$ cat src/hw/msr_regs.svh
// Contract
// - Speed-detect bits 16-13 hold brake duration code, 10 ms to 15 s.
// - Speed-detect bits 12-9 hold float duration code, same scale.
// - Speed-detect bits 8-6 pick standstill EMF threshold, 100 to 3000 mV.
// - Speed-detect bits 5-2 pick reverse handoff speed, 2.5% to 100%.
// - Speed-detect bits 1-0 pick reverse open-loop current, 15% to 50%.
// - Reverse-drive bits 30-27 hold linear accel code, 0.01 to 10000 Hz/s.
// - Reverse-drive bits 26-23 hold quadratic accel code, zero means none.
// - Reverse-drive bits 22-20 pick braking current limit, 10% to 80%.
// - Reverse-drive bits 19-10 hold braking proportional gain, value/2^7.
// - Reverse-drive bits 9-0 hold braking integral gain, value/2^9.
// - Startup bits 30-29 select method: align, double, position detect, slow.
// - Startup bits 28-25 set current ramp rate; code F means no limit.
// - Startup bits 24-21 set align hold time, 10 ms to 10 s.
// - Brake phase applies only when speed-detect bit 29 is set.
// - Float phase applies only when speed-detect bit 28 is set.
// - Reverse-drive settings apply only when speed-detect bit 27 is set; the code gates bits 30-23 only and passes braking bits 22-0 through.
`ifndef MSR_REGS_SVH
`define MSR_REGS_SVH
// Word indices; the byte address on the bus is four times the index
`define MSR_IDX_SD       8'h80
`define MSR_IDX_RD       8'h82
`define MSR_IDX_SU       8'h84
`define MSR_IDX_HI       9
`define MSR_IDX_LO       2
`define MSR_RESET        32'h0000_0000
`define MSR_BRK_EN_BIT   29
`define MSR_FLT_EN_BIT   28
`define MSR_REV_EN_BIT   27
`define MSR_QACC_DUP     4'hE
`define MSR_RAMP_DUP_LO  4'hC
`define MSR_RAMP_FREE    4'hF
`define MSR_RAMP_DUP_HI  4'hE
`define MSR_HSIZE_WORD   3'h2
`endif

$ cat src/hw/msr_pkg.sv
package msr_pkg;
    typedef struct packed {
        logic       parity;
        logic       speed_detect_enable;
        logic       brake_enable;
        logic       float_phase_enable;
        logic       reverse_drive_enable;
        logic       resync_enable;
        logic [3:0] resync_speed;
        logic       rsvd;
        logic [3:0] blanking;
        logic [3:0] brake_hold_duration;
        logic [3:0] float_duration;
        logic [2:0] standstill_emf_threshold;
        logic [3:0] reverse_handoff_speed;
        logic [1:0] reverse_open_loop_current_limit;
    } msr_sd_t;
    typedef struct packed {
        logic       parity;
        logic [3:0] reverse_linear_accel;
        logic [3:0] reverse_quadratic_accel;
        logic [2:0] braking_current_limit;
        logic [9:0] braking_prop_gain;
        logic [9:0] braking_integral_gain;
    } msr_rd_t;
    typedef struct packed {
        logic       parity;
        logic [1:0] startup_method;
        logic [3:0] ramp_rate;
        logic [3:0] align_time;
        logic [20:0] rest;
    } msr_su_t;
    typedef enum logic [1:0] {
        MSR_ST_ALIGN  = 2'h0,
        MSR_ST_DOUBLE = 2'h1,
        MSR_ST_IRPD   = 2'h2,
        MSR_ST_SLOW   = 2'h3
    } msr_startup_t;
    typedef struct packed {
        logic       brake_active;
        logic [3:0] brake_hold_duration;
        logic       float_active;
        logic [3:0] float_duration;
        logic [2:0] standstill_emf_threshold;
        logic       reverse_active;
        logic [3:0] reverse_handoff_speed;
        logic [1:0] reverse_open_loop_current_limit;
        logic [3:0] reverse_linear_accel;
        logic [3:0] reverse_quadratic_accel;
        logic [2:0] braking_current_limit;
        logic [9:0] braking_prop_gain;
        logic [9:0] braking_integral_gain;
        msr_startup_t startup_method;
        logic [3:0] ramp_rate;
        logic       ramp_unlimited;
        logic [3:0] align_time;
        logic       code_unresolved;
    } msr_cfg_t;
endpackage : msr_pkg

$ cat src/hw/msr_bank.sv
// The AHB-Lite slave port was chosen for this implementation.
`timescale 1ns/10ps
`include "msr_regs.svh"
module msr_bank (
    input  wire logic             hclk,
    input  wire logic             hresetn,
    input  wire logic             hsel,
    input  wire logic [31:0]      haddr,
    input  wire logic [1:0]       htrans,
    input  wire logic             hwrite,
    input  wire logic [2:0]       hsize,
    input  wire logic [31:0]      hwdata,
    input  wire logic             hready,
    output logic [31:0]           hrdata,
    output logic                  hreadyout,
    output logic                  hresp,
    output msr_pkg::msr_cfg_t     cfg
);
    import msr_pkg::*;

    msr_sd_t    sd;
    msr_rd_t    rd;
    msr_su_t    su;
    logic       wr_pend;
    logic [7:0] wr_addr;
    logic       take;
    logic [7:0] a8;

    assign take = hsel && hready && htrans[1];
    assign a8   = haddr[`MSR_IDX_HI:`MSR_IDX_LO];

    // Zero-wait slave; writes land at the data-phase end
    always_ff @(posedge hclk or negedge hresetn) begin
        if (!hresetn) begin
            wr_pend <= 1'b0;
            wr_addr <= 8'h00;
        end else begin
            wr_pend <= take && hwrite && hsize == `MSR_HSIZE_WORD;
            wr_addr <= a8;
        end
    end

    // Whole-word stores; parity bit kept as plain data
    always_ff @(posedge hclk or negedge hresetn) begin
        if (!hresetn) begin
            sd <= `MSR_RESET;
            rd <= `MSR_RESET;
            su <= `MSR_RESET;
        end else if (wr_pend) begin
            if (wr_addr == `MSR_IDX_SD) sd <= hwdata;
            if (wr_addr == `MSR_IDX_RD) rd <= hwdata;
            if (wr_addr == `MSR_IDX_SU) su <= hwdata;
        end
    end

    // Read data registered at address phase; unmapped reads zero
    always_ff @(posedge hclk or negedge hresetn) begin
        if (!hresetn) begin
            hrdata <= 32'h0000_0000;
        end else if (take && !hwrite) begin
            unique case (a8)
                `MSR_IDX_SD: hrdata <= sd;
                `MSR_IDX_RD: hrdata <= rd;
                `MSR_IDX_SU: hrdata <= su;
                default:      hrdata <= 32'h0000_0000;
            endcase
        end
    end

    always_ff @(posedge hclk or negedge hresetn) begin
        if (!hresetn) begin
            hreadyout <= 1'b1;
            hresp     <= 1'b0;
        end else begin
            hreadyout <= 1'b1;
            hresp     <= 1'b0;
        end
    end

    msr_cfg_t next_cfg;

    // Gated views for the algorithm; codes pass through, scaling lives there
    always_comb begin
        next_cfg = '0;
        next_cfg.brake_active = sd.brake_enable;
        next_cfg.brake_hold_duration = sd.brake_hold_duration;
        next_cfg.float_active = sd.float_phase_enable;
        next_cfg.float_duration = sd.float_duration;
        next_cfg.standstill_emf_threshold = sd.standstill_emf_threshold;
        next_cfg.reverse_active = sd.reverse_drive_enable;
        if (sd.reverse_drive_enable) begin
            next_cfg.reverse_handoff_speed = sd.reverse_handoff_speed;
            next_cfg.reverse_open_loop_current_limit =
                sd.reverse_open_loop_current_limit;
            next_cfg.reverse_linear_accel = rd.reverse_linear_accel;
            next_cfg.reverse_quadratic_accel =
                rd.reverse_quadratic_accel;
        end
        next_cfg.braking_current_limit = rd.braking_current_limit;
        next_cfg.braking_prop_gain = rd.braking_prop_gain;
        next_cfg.braking_integral_gain = rd.braking_integral_gain;
        next_cfg.startup_method = msr_startup_t'(su.startup_method);
        next_cfg.ramp_rate = su.ramp_rate;
        next_cfg.ramp_unlimited = su.ramp_rate == `MSR_RAMP_FREE;
        next_cfg.align_time = su.align_time;
        // Ambiguous table entries are flagged, never mapped to a value
        next_cfg.code_unresolved =
            (rd.reverse_quadratic_accel == `MSR_QACC_DUP) ||
            (su.ramp_rate >= `MSR_RAMP_DUP_LO &&
             su.ramp_rate <= `MSR_RAMP_DUP_HI);
    end

    always_ff @(posedge hclk or negedge hresetn) begin
        if (!hresetn) begin
            cfg <= '0;
        end else begin
            cfg <= next_cfg;
        end
    end

    // Reverse handoff, open-loop current and accel codes read zero while reverse drive is off
    a_rev_gate: assert property (
        @(posedge hclk) disable iff (!hresetn)
        !sd.reverse_drive_enable |=>
        cfg.reverse_handoff_speed == '0 &&
        cfg.reverse_open_loop_current_limit == '0 &&
        cfg.reverse_linear_accel == '0 &&
        cfg.reverse_quadratic_accel == '0)
        else $error("reverse fields leak while disabled");
    a_rev_pass: assert property (
        @(posedge hclk) disable iff (!hresetn)
        sd.reverse_drive_enable |=>
        cfg.reverse_handoff_speed == $past(sd.reverse_handoff_speed) &&
        cfg.reverse_open_loop_current_limit ==
        $past(sd.reverse_open_loop_current_limit) &&
        cfg.reverse_linear_accel == $past(rd.reverse_linear_accel) &&
        cfg.reverse_quadratic_accel == $past(rd.reverse_quadratic_accel))
        else $error("reverse fields not forwarded");
    a_brake_en: assert property (
        @(posedge hclk) disable iff (!hresetn)
        cfg.brake_active == $past(sd.brake_enable))
        else $error("brake enable not tracked");
    a_float_en: assert property (
        @(posedge hclk) disable iff (!hresetn)
        cfg.float_active == $past(sd.float_phase_enable))
        else $error("float enable not tracked");
    a_stop_fields: assert property (
        @(posedge hclk) disable iff (!hresetn)
        cfg.brake_hold_duration == $past(sd.brake_hold_duration) &&
        cfg.float_duration == $past(sd.float_duration) &&
        cfg.standstill_emf_threshold == $past(sd.standstill_emf_threshold))
        else $error("stop sequence fields not forwarded");
    a_start_fields: assert property (
        @(posedge hclk) disable iff (!hresetn)
        cfg.braking_current_limit == $past(rd.braking_current_limit) &&
        cfg.align_time == $past(su.align_time))
        else $error("limit or align code not forwarded");
    a_ramp_free: assert property (
        @(posedge hclk) disable iff (!hresetn)
        cfg.ramp_unlimited == (cfg.ramp_rate == `MSR_RAMP_FREE))
        else $error("ramp unlimited on wrong code");
    a_write_lands: assert property (
        @(posedge hclk) disable iff (!hresetn)
        take && hwrite && hsize == `MSR_HSIZE_WORD && a8 == `MSR_IDX_RD
        |-> ##2 rd == $past(hwdata, 1))
        else $error("write to reverse register lost");
    // Narrow or unmapped writes must leave every register alone
    a_write_drop: assert property (
        @(posedge hclk) disable iff (!hresetn)
        take && hwrite && (hsize != `MSR_HSIZE_WORD ||
        (a8 != `MSR_IDX_SD && a8 != `MSR_IDX_RD && a8 != `MSR_IDX_SU))
        |-> ##2 $stable(sd) && $stable(rd) && $stable(su))
        else $error("refused write changed a register");
    a_read_back: assert property (
        @(posedge hclk) disable iff (!hresetn)
        take && !hwrite && a8 == `MSR_IDX_SU |=> hrdata == $past(su))
        else $error("startup register read back wrong");
    a_method_out: assert property (
        @(posedge hclk) disable iff (!hresetn)
        $changed(su.startup_method) |=>
        cfg.startup_method == $past(su.startup_method))
        else $error("startup method not forwarded");
    a_gain_out: assert property (
        @(posedge hclk) disable iff (!hresetn)
        ##1 cfg.braking_prop_gain == $past(rd.braking_prop_gain)
        && cfg.braking_integral_gain == $past(rd.braking_integral_gain))
        else $error("braking gains not forwarded");
    a_unres_flag: assert property (
        @(posedge hclk) disable iff (!hresetn)
        rd.reverse_quadratic_accel == `MSR_QACC_DUP |=> cfg.code_unresolved)
        else $error("duplicate code not flagged");
    // Ramp code C is printed with two values, D and E not at all
    a_unres_ramp: assert property (
        @(posedge hclk) disable iff (!hresetn)
        su.ramp_rate inside {[`MSR_RAMP_DUP_LO:`MSR_RAMP_DUP_HI]}
        |=> cfg.code_unresolved)
        else $error("unresolved ramp code not flagged");
    a_unres_only: assert property (
        @(posedge hclk) disable iff (!hresetn)
        rd.reverse_quadratic_accel != `MSR_QACC_DUP &&
        !(su.ramp_rate inside {[`MSR_RAMP_DUP_LO:`MSR_RAMP_DUP_HI]})
        |=> !cfg.code_unresolved)
        else $error("resolved code flagged");
endmodule : msr_bank

$ cat config.mk
export PLATFORM = sky130hd
export DESIGN_NAME = msr_bank
export DESIGN_NICKNAME = d
export VERILOG_FILES = /design/src/hw/msr_pkg.sv /design/src/hw/msr_bank.sv
export VERILOG_INCLUDE_DIRS = /design/src /design/src/hw
export SDC_FILE = /design/constraint.sdc
export NUM_CORES = 1
export LEC_CHECK = 0
export BUFFER_PORTS_ARGS = -buffer_cell sky130_fd_sc_hd__buf_2
export CORE_ASPECT_RATIO = 0.7
export CORE_UTILIZATION = 49
export CTS_CLUSTER_SIZE = 40
export DETAILED_ROUTE_END_ITERATION = 10
export PLACE_DENSITY = 0.83
export SETUP_SLACK_MARGIN = 0.05
export SKIP_LAST_GASP = 1
export SLEW_MARGIN = 20
export SYNTH_ARGS = -nofsm -noshare
export SYNTH_HDL_FRONTEND = slang
export SYNTH_SLANG_ARGS = --single-unit
$ cat constraint.sdc
create_clock -name hclk -period 3.5 [get_ports hclk]
set_input_delay 0.175 -clock hclk [delete_from_list [all_inputs] [get_ports hclk]]
set_output_delay 0.175 -clock hclk [all_outputs]
set_load 0.005 [all_outputs]
; ---- After elaboration in Yosys (flattened, before gate mapping)
; Index checks and enable logic that the tools add are counted.
[op_classes]
order_cmp = 2
eq_ne = 9
mux = 2
reduce_logical = 11
[ops]
columns = operator, n
row1 = 32-bit one-hot mux with 3 select lines, 1
row2 = 8-bit == test (second input constant), 6
row3 = 14-bit 2-to-1 mux, 1
row4 = 4-bit == test (second input constant), 2
row5 = 1-bit logical AND, 6
row6 = 2-bit AND reduction, 3
row7 = 4-bit >= comparator (second input constant), 1
row8 = 4-bit less-or-equal comparator (second input constant), 1
row9 = 3-bit by 2-bit == test with 1-bit output (second input constant), 1
row10 = 1-bit logical NOT, 1
row11 = 1-bit logical OR, 1
[totals]
reg_bits = 200
in_bits = 74
wordCells = 70

; ---- Depth between registers and ports, before layout
[logic_depth]
word_depth = 4
ltp_mapped = 6
depth_no_buf = 3

; ---- Worst setup path after synthesis
; Ideal clock, no wire load.
[synth_path]
path_kind = register -> register
start = register wr_addr[3]
end = register su (netlist bit next_cfg[10])
arrival_time_ns = 1.809
required_time_ns = 3.375
setup_slack_ns = 1.566
path_stages_with_launch = 6
path_cell_list = dfrtp_1 or4b_4 or3_1 buf_2 buf_6 mux2_4
[synth_between]
elab_chain_len = 2
[synth_lines]
columns = item, line_no
row1 = from (decl), msr_bank.sv:25  ; logic [7:0] wr_addr;
row2 = from (signal assigned), msr_bank.sv:36  ; wr_addr <= 8'h00;
row3 = from (signal assigned), msr_bank.sv:39  ; wr_addr <= a8;
row4 = 8-bit == test (no source line), n/a
row5 = 2-bit AND reduction (no source line), n/a
row6 = to (signal assigned), msr_bank.sv:48  ; su <= `MSR_RESET;
row7 = to (signal assigned), msr_bank.sv:52  ; if (wr_addr == `MSR_IDX_SU) su <= hwdata;
row8 = to (decl), msr_bank.sv:23  ; msr_su_t su;
; Every way passes these cells.
; A chain may end at the register's enable or synchronous reset.

; ---- Worst setup path after layout
[layout_path]
start = register wr_addr[0]
end = register rd (netlist bit next_cfg[22])
[layout_between]
elab_chain_len = 2
[layout_lines]
columns = item, line_no
row1 = 8-bit == test (no source line), n/a
row2 = 2-bit AND reduction (no source line), n/a
row3 = to (signal assigned), msr_bank.sv:47  ; rd <= `MSR_RESET;
row4 = to (signal assigned), msr_bank.sv:51  ; if (wr_addr == `MSR_IDX_RD) rd <= hwdata;
row5 = to (decl), msr_bank.sv:22  ; msr_rd_t rd;
; Every way passes these cells.

==> flow_summary.toml <==
[status]
status = "finished clean"

[cells_and_area]
fillers = 1112
instances_no_fill = 855
finalNetCount = 720
seqCellArea_um2 = 5005
layout_commonest_cell = "dfrtp_1"
mostFrequentLayoutCells = "200 x dfrtp_1, 142 x buf_2, 60 x mux2_4, 35 x nand2_1, 34 x mux2_2"
post_route_cells_drive_above_1_share_pct = 42.64
multi_input_area_um2 = 2445
area_growth_pct = 21.65

[pwr]
netSwitchingFraction_pct = 21.72
p_leak_nw = 4.852
power_density_nw_per_um2 = 510.3
combPwrFrac_pct = 5.8
p_clk_share_pct = 43.1
ir_worst_vdd_uv = 301.4
intPower_mw = 3.701
seq_power_share_pct = 51.2
p_sw_mw = 1.027

[critical_path]
crit_type = "reg -> reg"
reg2reg_depth = 4
critPathLaunchType = "register"
critPathArrivalTime_ns = 2.86
cp-end-kind = "register"
worst_r2r_endpoint = "next_cfg[22]"
required_ns = 3.81
worstPathMaxFanout = 17
reg2reg_slack_ns = 0.95
r2r-start = "wr_addr[0]"

[floorplan]
fp.dieH_um = 106.3
start_util_pct = 50.93
core_um2 = 14950
die_area_um2 = 16050
die_w_um = 151.0
io_pins = 171
floorplan.rows = 37

[place]
dp_hpwl_um = 10620
place.gp.congestion = 0.7867
dp_cells = 808
port_buffers = 143

[timing]
fin_crit_ns = 2.551
setup-violations-final = 0
rsz0062_at_grt = "false"
fin_worst_skew_ns = 0.01030
min_period_over_period_pct = 72.89
tightest_slew_ns = 0.9234
hold_violations = 0
slew_headroom_pct = 38.31
fmax_mhz = 392.0
fin_tns_setup_ns = 0
final_max_slew_viol_count = 0

[hold_path]
min_from = "hwdata[11]"
hold_end = "su[11]"
worstHoldPathType = "in -> reg"
min_path_cells = 2

[logic_synthesis]
synth_edf_count = 0
ys_seq_elements = 200
synthTopCellsByArea = "dfrtp_1 66%, mux2_4 12%, mux2_2 5.0%"
synth_cell_types = 28
synthArstFlopShare_pct = 100.0
yosys_warnings = 0
synth_nets = 567
synth_top_area_share_pct = 65.71
avgSynthCellArea_um2 = 15.45
syn_inst = 493
syn-cell-area_um2 = 7616
synth_top_area_cell = "dfrtp_1"
ys_seq_area_share_pct = 65.71
ys.flop_type = "dfrtp_1"

[grt]
gr-total-overflow = 0
grt_pass1_vias = 4822
grt_usage_pct = 22.59
grt_max_degree = 115
antenna_found_initial = 2
grt_pass1_wl_um = 26790

[clock_network]
cts_setup_buffers = 0
path_clk_slew_ns = 0.07
cts_tree = "done"
cts.sinks = 200
clk_latency_ns = 0.43
cts_hold_buffers = 11
cts_root_buf = "clkbuf_16"
h-tree-depth = 4
cts_resized = 0
cts_buffer_depth = 2
cts_buffers = 17

[route]
drc_errors = 0
via_count = 4528
drt-vias-per-instance = 5.296
dr.first_iter.drc_count = 214
postRouteWirelength_um = 17060
avgRoutedWirePerCell_um = 19.96
drtAntennaViolNets = 0
drt_pre_antenna_iters = 4

[run]
maxCapViolCount = 0
==> state kept, by name, indices dropped and copies added, names as in the netlist <==
register	flops
cfg	63
next_cfg	47
hrdata	32
su	22
sd	18
rd	9
wr_addr	8
wr_pend	1
==> metal layers <==
metal | track usage (%) | wire length [um] | up-vias
met5 | 0 | 0 | -
met4 | 6.643 | 210 | 0
met3 | 7.639 | 1205 | 17
met2 | 35.65 | 8096 | 130
met1 | 29.58 | 7551 | 2345
li1 | - | - | 2036
==> layout make-up <==
cell class / count / share of cell area (%)
Sequential cell: 200 / 54.02
Clock inverter: 10 / 1.540
Timing Repair Buffer: 166 / 10.20
Inverter: 2 / 0.08103
Multi-Input combinational cell: 259 / 26.39
Clock buffer: 22 / 5.118
Tap cell: 195 / 2.633
Antenna cell: 1 / 0.02701
==> kinds of logic after synthesis <==
group,synth area share (%)
flops,65.71
mux,21.36
compound gates,5.881
simple gates,4.501
buf+inv,2.448
other cells,0.09861
==> per-stage QoR <==
stage | total power [mW] | hold WS (ns) | instance area (um^2) | setup slack [ns] | util (%)
finish | 4.728 | 0.01265 | 9265 | 0.9490 | 61.96
global route | 4.884 | 0.001759 | 9265 | 0.8957 | 61.96
CTS | 4.752 | 0.0007069 | 9233 | 0.9201 | 61.74
detailed placement | 2.725 | 0.3018 | 8506 | 0.9399 | 56.88
global placement | 2.709 | 0.3010 | 8502 | 0.9740 | 56.86
floorplan | 2.577 | -0.1206 | 7616 | 1.566 | -
==> critical path: stages (launching register included) <==
cell,delay (ns)
dfrtp_1,0.39
or4b_1,0.58
or3_2,0.74
buf_4,0.37
mux2_4,0.34
==> how the worst max path moves through the flow <==
stage	slack, ns	from	end
floorplan	1.57	wr_addr[3]	next_cfg[10]
global placement	0.97	wr_addr[3]	next_cfg[14]
detailed placement	0.94	wr_addr[3]	next_cfg[26]
CTS	0.92	wr_addr[3]	next_cfg[22]
global route	0.90	wr_addr[3]	next_cfg[22]
finish	0.95	wr_addr[0]	next_cfg[22]
==> cells in the mapped netlist (2+ instances only) <==
library cell and count:
o21ai_0 32, dfrtp_1 200, buf_2 5, nand2_1 35, inv_1 2, mux2_2 34, mux2_1 2, mux2_4 60
buf_4 2, or3_1 2, or4b_1 2, and2_1 14, nand4b_1 2, conb_1 2, mux2i_1 32, a2bb2oi_1 32
clkbuf_1 19, buf_6 6
==> power by group through the flow <==
| stage | Clock, mW | Combinational [mW] | Sequential [mW] |
|---|---|---|---|
| global route | 2.16 | 0.302 | 2.42 |
| finish | 2.04 | 0.274 | 2.42 |
| floorplan | 0 | 0.126 | 2.45 |
| detailed placement | 0 | 0.265 | 2.46 |
| CTS | 2.06 | 0.277 | 2.42 |
| global placement | 0 | 0.255 | 2.45 |
Note: power is estimated with default switching activity, not from simulation.
